--- src/rtl/swc_consts.svh ---
// Constants of the sleep and wake controller: offsets, field positions, reset values, counts
//
// Overview of operation
// - Sleep is entered only when the core executes the sleep instruction.
// - Entering sleep clears the watchdog; it keeps counting if enabled in sleep.
// - Entering sleep clears power-down flag and sets the active-low time-out flag.
// - The core clock is stopped while asleep.
// - The low-frequency internal oscillator keeps running during sleep.
// - The secondary timer oscillator keeps running during sleep.
// - Converter runs in sleep on its RC clock; sensing oscillator keeps running.
// - I/O ports hold their drive state throughout sleep.
// - Sleep leaves every reset source except the watchdog unchanged.
// - Wake sources: reset pin, brown-out, power-on, watchdog, external and peripheral interrupts.
// - Pin, brown-out and power-on wakes reset; the others continue execution.
// - The instruction at the next address is prefetched while sleep executes.
// - A core interrupt wakes only if individually enabled, regardless of global enable; external and peripheral interrupts need no enable.
// - After interrupt wake run next instruction, then call the vector if globally enabled.
// - Every wake from sleep clears the watchdog.
// - Enabled flag pending with global interrupts off makes sleep a no-operation.
// - Interrupt during or after sleep completes it, wakes on the next low-frequency tick, updates flags.
// - Crystal modes wait 1024 oscillator periods before resuming; others do not.
// - Crystal modes do not drive the clock output pin.
// - The watchdog stays cleared until the oscillator start-up timer completes.
// - Watchdog time-out in sleep wakes the device instead of resetting it.
// - Watchdog mode 10 runs the watchdog awake and disables it asleep.
`ifndef SWC_CONSTS_SVH
`define SWC_CONSTS_SVH

`define SWC_ADDR_W        4
`define SWC_DATA_W        32
`define SWC_OFS_CTRL      4'h0
`define SWC_OFS_WDOG      4'h4
`define SWC_OFS_STATUS    4'h8

`define SWC_CTRL_W        9
`define SWC_CTRL_RST      9'h000
`define SWC_WDOG_PS_W     5
`define SWC_WDOG_PS_RST   5'h0b
`define SWC_WDOG_BASE     24'h00_0020
`define SWC_WDOG_CNT_W    24

`define SWC_STAT_PD_N     0
`define SWC_STAT_TO_N     1
`define SWC_STAT_ST_LSB   2
`define SWC_STAT_WK_LSB   4

`define SWC_WDOG_ALWAYS   2'h3
`define SWC_WDOG_NOSLEEP  2'h2
`define SWC_WDOG_SOFT     2'h1
`define SWC_OSC_INTERNAL  2'h0

`define SWC_OST_W         11
`define SWC_OST_PERIODS   11'h400
`define SWC_ISR_VECTOR    16'h0004

`endif

--- src/rtl/swc_pkg.sv ---
// Types shared by the sleep and wake controller files
package swc_pkg;

  typedef enum logic [1:0] {
    SWC_AWAKE,
    SWC_ASLEEP,
    SWC_OST_WAIT,
    SWC_RESUME
  } swc_state_type;

  typedef enum logic [2:0] {
    SWC_WAKE_NONE,
    SWC_WAKE_WDOG,
    SWC_WAKE_EXT_IRQ,
    SWC_WAKE_PERIPH_IRQ,
    SWC_WAKE_CORE_IRQ,
    SWC_WAKE_RESET
  } swc_wake_type;

  // Layout of the control register, low bit last
  typedef struct packed {
    logic       clock_output_pin_en;
    logic       brownout_en;
    logic       ext_reset_en;
    logic       converter_rc_sel;
    logic [1:0] osc_mode;
    logic       sw_wdog_en;
    logic [1:0] watchdog_mode_config;
  } swc_cfg_type;

  typedef struct packed {
    logic resume;
    logic call_isr;
    logic prefetch_next;
  } swc_core_ctl_type;

endpackage

--- src/rtl/swc_sleep_wake.sv ---
// Sleep entry, wake-up and oscillator start-up sequencing for the core
`include "swc_consts.svh"
module swc_sleep_wake #(
  parameter int N_IRQ    = 8,
  parameter int N_PERIPH = 4
) (
  input  wire logic                    clk_i,
  input  wire logic                    rst_i,
  // Register port
  input  wire logic [`SWC_ADDR_W-1:0]  reg_addr_i,
  input  wire logic [`SWC_DATA_W-1:0]  reg_wdata_i,
  input  wire logic                    reg_write_i,
  input  wire logic                    reg_read_i,
  output logic [`SWC_DATA_W-1:0]       reg_rdata_o,
  // Core side, same clock
  input  wire logic                    sleep_exec_i,
  input  wire logic                    clear_watchdog_i,
  input  wire logic                    global_irq_enable_i,
  input  wire logic [N_IRQ-1:0]        irq_flags_i,
  input  wire logic [N_IRQ-1:0]        irq_enables_i,
  output logic                         core_clk_en_o,
  output swc_pkg::swc_core_ctl_type    core_ctl_o,
  output logic [15:0]                  isr_vector_o,
  output logic                         device_reset_o,
  output logic                         power_down_flag_n_o,
  output logic                         timeout_flag_n_o,
  // Asynchronous sources
  input  wire logic                    ext_irq_pin_i,
  input  wire logic [N_PERIPH-1:0]     periph_irq_i,
  input  wire logic                    external_reset_pin_n_i,
  input  wire logic                    brownout_reset_i,
  input  wire logic                    power_on_reset_i,
  input  wire logic                    low_freq_internal_osc_i,
  input  wire logic                    osc_clk_i,
  // Clock and pad control
  output logic                         low_freq_osc_run_o,
  output logic                         secondary_osc_run_o,
  output logic                         converter_clk_run_o,
  output logic                         cap_sense_osc_run_o,
  output logic                         io_hold_o,
  output logic                         clock_output_pin_o,
  output logic                         clock_output_pin_oe_o
);

  localparam int N_ASYNC = N_PERIPH + 6;

  // Synchroniser bank
  logic [N_ASYNC-1:0] async_in;
  logic [N_ASYNC-1:0] sync1_reg;
  logic [N_ASYNC-1:0] sync2_reg;

  assign async_in = {periph_irq_i, ext_irq_pin_i, external_reset_pin_n_i, brownout_reset_i,
                     power_on_reset_i, low_freq_internal_osc_i, osc_clk_i};

  genvar gi;
  generate
    for (gi = 0; gi < N_ASYNC; gi++) begin : g_sync
      always_ff @(posedge clk_i) begin
        if (rst_i) begin
          sync1_reg[gi] <= 1'b0;
          sync2_reg[gi] <= 1'b0;
        end else begin
          sync1_reg[gi] <= async_in[gi];
          sync2_reg[gi] <= sync1_reg[gi];
        end
      end
    end
  endgenerate

  logic                osc_s;
  logic                lf_s;
  logic                por_s;
  logic                bor_s;
  logic                ext_rst_n_s;
  logic                ext_irq_s;
  logic [N_PERIPH-1:0] periph_s;

  assign osc_s       = sync2_reg[0];
  assign lf_s        = sync2_reg[1];
  assign por_s       = sync2_reg[2];
  assign bor_s       = sync2_reg[3];
  assign ext_rst_n_s = sync2_reg[4];
  assign ext_irq_s   = sync2_reg[5];
  assign periph_s    = sync2_reg[N_ASYNC-1:6];

  // Rising-edge ticks of the two oscillators
  logic osc_prev_reg;
  logic lf_prev_reg;
  logic osc_tick;
  logic lf_tick;

  always_ff @(posedge clk_i) begin
    if (rst_i) begin
      osc_prev_reg <= 1'b0;
      lf_prev_reg  <= 1'b0;
    end else begin
      osc_prev_reg <= osc_s;
      lf_prev_reg  <= lf_s;
    end
  end

  assign osc_tick = osc_s && !osc_prev_reg;
  assign lf_tick  = lf_s && !lf_prev_reg;

  // Configuration registers
  swc_pkg::swc_cfg_type         cfg_reg;
  logic [`SWC_WDOG_PS_W-1:0]    wdog_ps_reg;
  swc_pkg::swc_state_type       state_reg;
  swc_pkg::swc_wake_type        wake_cause_reg;

  always_ff @(posedge clk_i) begin
    if (rst_i) begin
      cfg_reg     <= swc_pkg::swc_cfg_type'(`SWC_CTRL_RST);
      wdog_ps_reg <= `SWC_WDOG_PS_RST;
    end else if (reg_write_i) begin
      if (reg_addr_i == `SWC_OFS_CTRL) begin
        cfg_reg <= swc_pkg::swc_cfg_type'(reg_wdata_i[`SWC_CTRL_W-1:0]);
      end
      if (reg_addr_i == `SWC_OFS_WDOG) begin
        wdog_ps_reg <= reg_wdata_i[`SWC_WDOG_PS_W-1:0];
      end
    end
  end

  function automatic logic crystal_mode(input logic [1:0] mode);
    crystal_mode = (mode != `SWC_OSC_INTERNAL);
  endfunction

  // Reset-class sources behave the same awake or asleep
  logic reset_src;
  assign reset_src = por_s
                   || (cfg_reg.brownout_en && bor_s)
                   || (cfg_reg.ext_reset_en && !ext_rst_n_s);

  // Core interrupt wake needs only the individual enable; external and peripheral wake need none
  logic core_irq;
  logic ext_irq_wake;
  logic periph_wake;
  logic irq_wake;
  assign core_irq     = |(irq_flags_i & irq_enables_i);
  assign ext_irq_wake = ext_irq_s;
  assign periph_wake  = |periph_s;
  assign irq_wake     = core_irq || ext_irq_wake || periph_wake;

  // Watchdog enable per mode
  logic asleep;
  logic wdog_run;
  assign asleep = (state_reg == swc_pkg::SWC_ASLEEP);

  always_comb begin
    case (cfg_reg.watchdog_mode_config)
      `SWC_WDOG_ALWAYS:  wdog_run = 1'b1;
      `SWC_WDOG_NOSLEEP: wdog_run = !asleep;
      `SWC_WDOG_SOFT:    wdog_run = cfg_reg.sw_wdog_en;
      default:           wdog_run = 1'b0;
    endcase
  end

  // Sleep entry decision
  logic sleep_nop;
  logic sleep_enter;
  assign sleep_nop   = sleep_exec_i && core_irq && !global_irq_enable_i;
  assign sleep_enter = sleep_exec_i && !sleep_nop && (state_reg == swc_pkg::SWC_AWAKE);

  // Wake is acted on only on a low-frequency tick; a time-out waits there as pending
  logic wdog_timeout;
  logic pending_wdog_reg;
  logic wake_evt;
  assign wake_evt = asleep && lf_tick && (irq_wake || wdog_timeout || pending_wdog_reg);

  // Oscillator start-up timer
  logic [`SWC_OST_W-1:0] ost_cnt_reg;
  logic                  ost_done;
  assign ost_done = (ost_cnt_reg == `SWC_OST_PERIODS);

  // Sequencer
  always_ff @(posedge clk_i) begin
    if (rst_i || reset_src) begin
      state_reg <= swc_pkg::SWC_AWAKE;
    end else begin
      case (state_reg)
        swc_pkg::SWC_AWAKE: begin
          if (sleep_enter) begin
            state_reg <= swc_pkg::SWC_ASLEEP;
          end
        end
        swc_pkg::SWC_ASLEEP: begin
          if (wake_evt) begin
            if (crystal_mode(cfg_reg.osc_mode)) begin
              state_reg <= swc_pkg::SWC_OST_WAIT;
            end else begin
              state_reg <= swc_pkg::SWC_RESUME;
            end
          end
        end
        swc_pkg::SWC_OST_WAIT: begin
          if (ost_done) begin
            state_reg <= swc_pkg::SWC_RESUME;
          end
        end
        swc_pkg::SWC_RESUME: begin
          state_reg <= swc_pkg::SWC_AWAKE;
        end
        default: begin
          state_reg <= swc_pkg::SWC_AWAKE;
        end
      endcase
    end
  end

  always_ff @(posedge clk_i) begin
    if (rst_i || state_reg != swc_pkg::SWC_OST_WAIT) begin
      ost_cnt_reg <= '0;
    end else if (osc_tick && !ost_done) begin
      ost_cnt_reg <= ost_cnt_reg + `SWC_OST_W'(1);
    end
  end

  // Wake cause record
  always_ff @(posedge clk_i) begin
    if (rst_i) begin
      wake_cause_reg <= swc_pkg::SWC_WAKE_NONE;
    end else if (asleep && reset_src) begin
      wake_cause_reg <= swc_pkg::SWC_WAKE_RESET;
    end else if (wake_evt) begin
      if (wdog_timeout || pending_wdog_reg) begin
        wake_cause_reg <= swc_pkg::SWC_WAKE_WDOG;
      end else if (ext_irq_wake) begin
        wake_cause_reg <= swc_pkg::SWC_WAKE_EXT_IRQ;
      end else if (periph_wake) begin
        wake_cause_reg <= swc_pkg::SWC_WAKE_PERIPH_IRQ;
      end else begin
        wake_cause_reg <= swc_pkg::SWC_WAKE_CORE_IRQ;
      end
    end
  end

  // Watchdog clear sources
  logic wdog_clear;
  assign wdog_clear = clear_watchdog_i
                   || sleep_enter
                   || wake_evt
                   || (state_reg == swc_pkg::SWC_OST_WAIT)
                   || reset_src;

  swc_watchdog #(
    .CNT_W (`SWC_WDOG_CNT_W)
  ) u_watchdog (
    .clk_i      (clk_i),
    .rst_i      (rst_i),
    .tick_i     (lf_tick),
    .run_i      (wdog_run),
    .clear_i    (wdog_clear),
    .prescale_i (wdog_ps_reg),
    .timeout_o  (wdog_timeout),
    .count_o    ()
  );

  // Time-out while asleep is held until the next wake tick
  always_ff @(posedge clk_i) begin
    if (rst_i || !asleep) begin
      pending_wdog_reg <= 1'b0;
    end else if (wdog_timeout) begin
      pending_wdog_reg <= 1'b1;
    end
  end

  // Status flags, both active low
  always_ff @(posedge clk_i) begin
    if (rst_i || por_s) begin
      power_down_flag_n_o <= 1'b1;
      timeout_flag_n_o    <= 1'b1;
    end else if (sleep_enter) begin
      power_down_flag_n_o <= 1'b0;
      timeout_flag_n_o    <= 1'b1;
    end else if (wdog_timeout || (wake_evt && pending_wdog_reg)) begin
      timeout_flag_n_o    <= 1'b0;
    end else if (clear_watchdog_i && !asleep) begin
      power_down_flag_n_o <= 1'b1;
      timeout_flag_n_o    <= 1'b1;
    end
  end

  // Reset output: watchdog resets only while awake
  always_ff @(posedge clk_i) begin
    if (rst_i) begin
      device_reset_o <= 1'b1;
    end else begin
      device_reset_o <= reset_src || (wdog_timeout && !asleep);
    end
  end

  // Core control
  logic call_isr_reg;
  always_ff @(posedge clk_i) begin
    if (rst_i) begin
      call_isr_reg <= 1'b0;
    end else if (wake_evt) begin
      call_isr_reg <= global_irq_enable_i && irq_wake && !pending_wdog_reg;
    end
  end

  always_ff @(posedge clk_i) begin
    if (rst_i) begin
      core_ctl_o   <= '0;
      isr_vector_o <= '0;
    end else begin
      core_ctl_o.resume        <= (state_reg == swc_pkg::SWC_RESUME);
      core_ctl_o.call_isr      <= (state_reg == swc_pkg::SWC_RESUME) && call_isr_reg;
      core_ctl_o.prefetch_next <= sleep_exec_i;
      isr_vector_o             <= `SWC_ISR_VECTOR;
    end
  end

  assign core_clk_en_o = (state_reg == swc_pkg::SWC_AWAKE);
  assign io_hold_o     = !core_clk_en_o;

  // Oscillators stay alive through sleep; converter clock only when converter_rc_sel is set
  assign low_freq_osc_run_o  = 1'b1;
  assign secondary_osc_run_o = 1'b1;
  assign cap_sense_osc_run_o = 1'b1;
  assign converter_clk_run_o = core_clk_en_o || cfg_reg.converter_rc_sel;

  // Clock output pin
  always_ff @(posedge clk_i) begin
    if (rst_i) begin
      clock_output_pin_o    <= 1'b0;
      clock_output_pin_oe_o <= 1'b0;
    end else begin
      clock_output_pin_o    <= osc_s && core_clk_en_o;
      clock_output_pin_oe_o <= cfg_reg.clock_output_pin_en && !crystal_mode(cfg_reg.osc_mode);
    end
  end

  // Register read port
  always_ff @(posedge clk_i) begin
    if (rst_i) begin
      reg_rdata_o <= '0;
    end else if (reg_read_i) begin
      case (reg_addr_i)
        `SWC_OFS_CTRL: reg_rdata_o <= `SWC_DATA_W'(cfg_reg);
        `SWC_OFS_WDOG: reg_rdata_o <= `SWC_DATA_W'(wdog_ps_reg);
        `SWC_OFS_STATUS: begin
          reg_rdata_o                              <= '0;
          reg_rdata_o[`SWC_STAT_PD_N]              <= power_down_flag_n_o;
          reg_rdata_o[`SWC_STAT_TO_N]              <= timeout_flag_n_o;
          reg_rdata_o[`SWC_STAT_ST_LSB+:2]         <= state_reg;
          reg_rdata_o[`SWC_STAT_WK_LSB+:3]         <= wake_cause_reg;
        end
        default: reg_rdata_o <= '0;
      endcase
    end else begin
      reg_rdata_o <= '0;
    end
  end

endmodule // swc_sleep_wake

--- src/rtl/swc_watchdog.sv ---
// Watchdog counter advanced by low-frequency ticks
`include "swc_consts.svh"
module swc_watchdog #(
  parameter int CNT_W = `SWC_WDOG_CNT_W
) (
  input  wire logic                      clk_i,
  input  wire logic                      rst_i,
  input  wire logic                      tick_i,
  input  wire logic                      run_i,
  input  wire logic                      clear_i,
  input  wire logic [`SWC_WDOG_PS_W-1:0] prescale_i,
  output logic                           timeout_o,
  output logic [CNT_W-1:0]               count_o
);

  logic [CNT_W-1:0] count_reg;
  logic [CNT_W-1:0] limit;

  // Interval is the base period doubled once per prescale step
  assign limit = CNT_W'(`SWC_WDOG_BASE) << prescale_i;

  always_ff @(posedge clk_i) begin
    if (rst_i || clear_i || !run_i) begin
      count_reg <= '0;
      timeout_o <= 1'b0;
    end else if (tick_i) begin
      if (count_reg >= limit - CNT_W'(1)) begin
        count_reg <= '0;
        timeout_o <= 1'b1;
      end else begin
        count_reg <= count_reg + CNT_W'(1);
        timeout_o <= 1'b0;
      end
    end else begin
      timeout_o <= 1'b0;
    end
  end

  assign count_o = count_reg;

endmodule // swc_watchdog

--- config.mk ---
export PLATFORM = sky130hd
export DESIGN_NAME = swc_sleep_wake
export DESIGN_NICKNAME = d
export VERILOG_FILES = /design/src/rtl/swc_pkg.sv /design/src/rtl/swc_sleep_wake.sv /design/src/rtl/swc_watchdog.sv
export VERILOG_INCLUDE_DIRS = /design/src /design/src/rtl
export SDC_FILE = /design/constraint.sdc
export NUM_CORES = 1
export LEC_CHECK = 0
export ABC_AREA = 1
export BUFFER_PORTS_ARGS = -buffer_cell sky130_fd_sc_hd__buf_2
export CORE_MARGIN = 4
export CORE_UTILIZATION = 50
export DETAILED_ROUTE_END_ITERATION = 12
export GPL_TIMING_DRIVEN = 0
export PLACE_DENSITY = 0.76
export REMOVE_ABC_BUFFERS = 1
export SLEW_MARGIN = 5
export SYNTH_ARGS = -nofsm -noshare
export SYNTH_HDL_FRONTEND = slang
export SYNTH_SLANG_ARGS = --single-unit
--- constraint.sdc ---
create_clock -name clk_i -period 3.7 [get_ports clk_i]
set_input_delay 0.185 -clock clk_i [delete_from_list [all_inputs] [get_ports clk_i]]
set_output_delay 0.185 -clock clk_i [all_outputs]
set_load 0.1 [all_outputs]
==> run_summary.xml <==
<?xml version="1.0" encoding="UTF-8"?>
<metrics>
  <group name="timing">
    <metric name="timing.clock.skew" unit="ps">11.1</metric>
    <metric name="min_period_over_period" unit="%">89.1</metric>
    <metric name="rsz0062_at_grt" unit="">false</metric>
    <metric name="timing_worst_slew_pin_value" unit="ps">602</metric>
    <metric name="setup_viol" unit="">0</metric>
    <metric name="finalHoldViolCount" unit="">0</metric>
    <metric name="timing.final.max_slew_violations" unit="">0</metric>
    <metric name="max_slew_headroom_at_the_worst_pin" unit="%">59.9</metric>
    <metric name="final_period_minus_worst_setup_slack" unit="ps">3300</metric>
    <metric name="setup_tns_final" unit="ps">0</metric>
    <metric name="fmaxAchievable" unit="MHz">303</metric>
    <metric name="hold-worst-slack" unit="ps">34.4</metric>
  </group>
  <group name="detailed_routing">
    <metric name="via_per_inst" unit="">4.83</metric>
    <metric name="vias" unit="">4626</metric>
    <metric name="drt_wl_total" unit="um">11100</metric>
    <metric name="drt.antenna.violating_nets" unit="">0</metric>
    <metric name="drt_first_iter_violations" unit="">217</metric>
    <metric name="drc_violations_left" unit="">0</metric>
    <metric name="drt-wirelength-per-cell" unit="um">11.6</metric>
    <metric name="detailed_router_iteration_count_before_antenna_repair" unit="">7</metric>
  </group>
  <group name="synth">
    <metric name="ys_seq_elements" unit="">97</metric>
    <metric name="synth_cells" unit="">743</metric>
    <metric name="synth.avg_cell_area" unit="sq um">7.18</metric>
    <metric name="syn_std_cell_area" unit="sq um">5330</metric>
    <metric name="portion_of_the_post_synthesis_area_used_by_sequential_elements" unit="%">36.4</metric>
    <metric name="post_synth_main_area_contributors" unit="">sky130_fd_sc_hd__dfxtp_1, sky130_fd_sc_hd__nand2_1, sky130_fd_sc_hd__inv_1, sky130_fd_sc_hd__ha_1, sky130_fd_sc_hd__nor2_1</metric>
    <metric name="number_of_warning_messages_in_the_yosys_log" unit="">0</metric>
    <metric name="synth_largest_type_area_fraction" unit="%">36.4</metric>
    <metric name="synth_cell_types" unit="">41</metric>
    <metric name="synth_largest_area_cell" unit="">sky130_fd_sc_hd__dfxtp_1</metric>
  </group>
  <group name="cts">
    <metric name="clock-sinks" unit="">97</metric>
    <metric name="post_cts_buffers" unit="">0</metric>
    <metric name="cts_tree" unit="">yes</metric>
    <metric name="clkSlewWorstSetupHoldPaths" unit="ps">90</metric>
    <metric name="clockRootBuffer" unit="">sky130_fd_sc_hd__clkbuf_8</metric>
    <metric name="htree_levels" unit="">3</metric>
    <metric name="clock_path_buffers" unit="">2</metric>
    <metric name="cts-buffers-inserted" unit="">9</metric>
    <metric name="worstSkewPairLatency" unit="ps">380</metric>
  </group>
  <group name="floorplan">
    <metric name="core-area" unit="sq um">10400</metric>
    <metric name="die_area" unit="sq um">12400</metric>
    <metric name="number_of_primary_i_o_pins" unit="">131</metric>
    <metric name="die_width" unit="um">111</metric>
    <metric name="die-height" unit="um">111</metric>
    <metric name="initial_utilization" unit="%">51.4</metric>
    <metric name="floorplan.rows" unit="">37</metric>
  </group>
  <group name="finish">
    <metric name="layout-area-overhead-vs-synth" unit="%">11.3</metric>
    <metric name="largest_register_ffs" unit="">24</metric>
    <metric name="fin_nets" unit="">913</metric>
    <metric name="number_of_fill_cells_in_the_layout" unit="">991</metric>
    <metric name="multi_input_area" unit="sq um">2790</metric>
    <metric name="end_of_flow_core_utilization" unit="%">57.2</metric>
    <metric name="final_layout_size_suffix_gt1_share" unit="%">15.6</metric>
    <metric name="seq_area" unit="sq um">1940</metric>
    <metric name="num_antenna_cells" unit="">0</metric>
  </group>
  <group name="critical_path">
    <metric name="cp.required" unit="ps">4010</metric>
    <metric name="critical_path.cell_chain" unit="">inv_2 &gt; nand2_1 &gt; nor2_1 &gt; nand2_1 &gt; ha_1 &gt; nand2_2 &gt; nor2_2 &gt; nand2_1 &gt; nor3_2 &gt; nand2_1 &gt; xnor2_1 &gt; ha_1 &gt; nand2_1 &gt; inv_1 &gt; o21ai_0 &gt; nand2_1 &gt; a21oi_1 &gt; nand3_1 &gt; nand2_1 &gt; nand2_8 &gt; nor2_1</metric>
    <metric name="critical_path.max_stage_delay" unit="ps">440</metric>
    <metric name="worst-r2r-setup-slack" unit="ps">400</metric>
    <metric name="end_kind" unit="">register</metric>
    <metric name="crit_arrival" unit="ps">3610</metric>
    <metric name="critical_path_class" unit="">register to register</metric>
    <metric name="worst_setup_path_start_kind" unit="">register</metric>
    <metric name="worst-path-max-fanout" unit="">23</metric>
    <metric name="cp.buffers_inverters" unit="">2</metric>
    <metric name="worst_path_most_repeated_cell" unit="">sky130_fd_sc_hd__nand2_1</metric>
    <metric name="cpMaxStageDelayCell" unit="">sky130_fd_sc_hd__dfxtp_2</metric>
    <metric name="largest_delay_contributor_family_on_the_critical_path" unit="">simple AND/OR/NAND/NOR gates</metric>
  </group>
  <group name="global_route">
    <metric name="globalRouteTotalUtil" unit="%">18.2</metric>
    <metric name="via_count_of_the_first_global_routing_pass" unit="">4368</metric>
    <metric name="antenna_violations_before_repair" unit="">0</metric>
    <metric name="grt.busiest_layer" unit="">met2</metric>
    <metric name="groute.layer.met2.usage" unit="%">31.2</metric>
    <metric name="grt_pass1_wl" unit="um">19000</metric>
    <metric name="met3_usage" unit="%">5.29</metric>
    <metric name="grt_start_max_net_pins" unit="">36</metric>
    <metric name="gr-total-overflow" unit="">0</metric>
    <metric name="use_met1" unit="%">22.2</metric>
  </group>
  <group name="place">
    <metric name="dpl.hpwl" unit="um">8430</metric>
    <metric name="gp_congestion" unit="">0.921</metric>
    <metric name="portBuffers" unit="">66</metric>
  </group>
  <group name="pwr">
    <metric name="static-leakage-power" unit="uW">0.00269</metric>
    <metric name="cellPowerDensity" unit="nW/um^2">432</metric>
    <metric name="vdd.ir_drop.worst" unit="V">0.000593</metric>
  </group>
  <group name="min_path">
    <metric name="hold_class" unit="">input port to register</metric>
  </group>
  <group name="run_status">
    <metric name="outcome" unit="">completed</metric>
  </group>
  <group name="flow_run">
    <metric name="max_cap_violations" unit="">0</metric>
  </group>
</metrics>
==> layout make-up <==
cell class	instances	area share, %
clock buffer	12	2.61
sequential	97	32.8
timing repair buffer	76	7.25
inverter	103	6.51
clock inverter	4	0.991
tap	136	2.87
multi-input combinational	530	47.0
==> through the flow <==
| stage | cell area (sq um) | power, uW | cells | worst slack [ps] |
|---|---|---|---|---|
| final | 5940 | 2560 | 958 | 404 |
| after global routing | 5940 | 2680 | 958 | 6.30 |
| after CTS | 5920 | 2580 | 958 | 221 |
| after detailed placement | 5610 | 1840 | 932 | 268 |
| after global placement | 5610 | 1840 | 932 | 340 |
| after floorplan | 5110 | 1720 | 730 | 618 |
==> routing by layer <==
layer  routed length (um)  vias to the layer above
met5                    0                        -
met4                  166                        0
met3                  761                       20
met2                 5360                      132
met1                 4840                     2055
li1                     -                     2419
==> tightest hold or removal path, stage by stage <==
cell and delay (ps):
sky130_fd_sc_hd__buf_2 100, sky130_fd_sc_hd__nand2_1 50, sky130_fd_sc_hd__nand3_1 50
==> repair_timing <==
| item | 4_1_cts | 5_1_grt |
|---|---|---|
| endpoints found under the setup margin | 0 | 23 |
| gates resized for setup | 0 | 3 |
| hold endpoints to repair | 10 | 0 |
| hold buffers | 10 | 0 |
==> power by group <==
part           total [uW]  internal, uW  switching, uW
logic                 728           126            602
registers            1100          1080           23.0
clock network         735           358            377
total                2560          1560           1000
==> placed cells by master, fill, tap and decap left out, types with 2 or more instances in the layout <==
master,count
sky130_fd_sc_hd__nor2_2,26
sky130_fd_sc_hd__nand3_1,37
sky130_fd_sc_hd__nor3_2,2
sky130_fd_sc_hd__nand3_2,2
sky130_fd_sc_hd__nand4_1,14
sky130_fd_sc_hd__inv_1,99
sky130_fd_sc_hd__nand3b_1,2
sky130_fd_sc_hd__nor3b_1,2
sky130_fd_sc_hd__ha_1,27
sky130_fd_sc_hd__nor3_1,15
sky130_fd_sc_hd__o211ai_1,4
sky130_fd_sc_hd__inv_2,4
sky130_fd_sc_hd__a21oi_1,43
sky130_fd_sc_hd__dfxtp_1,95
sky130_fd_sc_hd__nand2_2,4
sky130_fd_sc_hd__buf_2,66
sky130_fd_sc_hd__clkbuf_8,11
sky130_fd_sc_hd__nand2_1,146
sky130_fd_sc_hd__xnor2_1,6
sky130_fd_sc_hd__dlygate4sd3_1,10
sky130_fd_sc_hd__nor2_4,2
sky130_fd_sc_hd__o21ai_0,26
sky130_fd_sc_hd__dfxtp_2,2
sky130_fd_sc_hd__conb_1,41
sky130_fd_sc_hd__xor2_1,22
sky130_fd_sc_hd__o21a_1,3
sky130_fd_sc_hd__nor4_1,4
sky130_fd_sc_hd__nor2_1,89
==> worst paths after layout <==
check,from,to,depth (start not counted)
setup reg to reg,wdog_ps_reg[2]$_SDFFE_PP0P_,u_watchdog.count_o[15]$_SDFFE_PP0P_,21
hold reg to reg,sync1_reg[9]$_SDFF_PP0_,periph_s[3]$_SDFF_PP0_,2
hold / removal,reg_wdata_i[1],wdog_ps_reg[1]$_SDFFE_PP1P_,3
setup / recovery,wdog_ps_reg[2]$_SDFFE_PP0P_,u_watchdog.count_o[15]$_SDFFE_PP0P_,21
==> synthesized netlist by cell type, drive strengths merged <==
master / n
nand2: 151
nor2: 117
inv: 103
dfxtp: 97
buf: 46
a21oi: 43
nand3: 39
ha: 27
o21ai: 27
xor2: 22
nor3: 18
nand4: 15
clkbuf: 6
xnor2: 6
nor4: 4
o211ai: 4
o21a: 3
conb: 2
nand3b: 2
nor3b: 2
a31o: 1
a31oi: 1
and3: 1
o211a: 1
o21bai: 1
o221ai: 1
o22ai: 1
or2: 1
or3: 1
==> cells by family (layout without fill, tap and decap cells) <==
kind of cell | after synthesis | count (layout) | synth area share, %
simple gates | 351 | 351 | 29.9
fa+ha+maj | 27 | 27 | 6.34
buf+inv | 155 | 195 | 14.2
flops | 97 | 97 | 36.4
xor+xnor | 28 | 28 | 4.60
other cells | 2 | 41 | 0.141
compound gates | 83 | 83 | 8.45
Note: power is estimated with default switching activity, not from simulation.
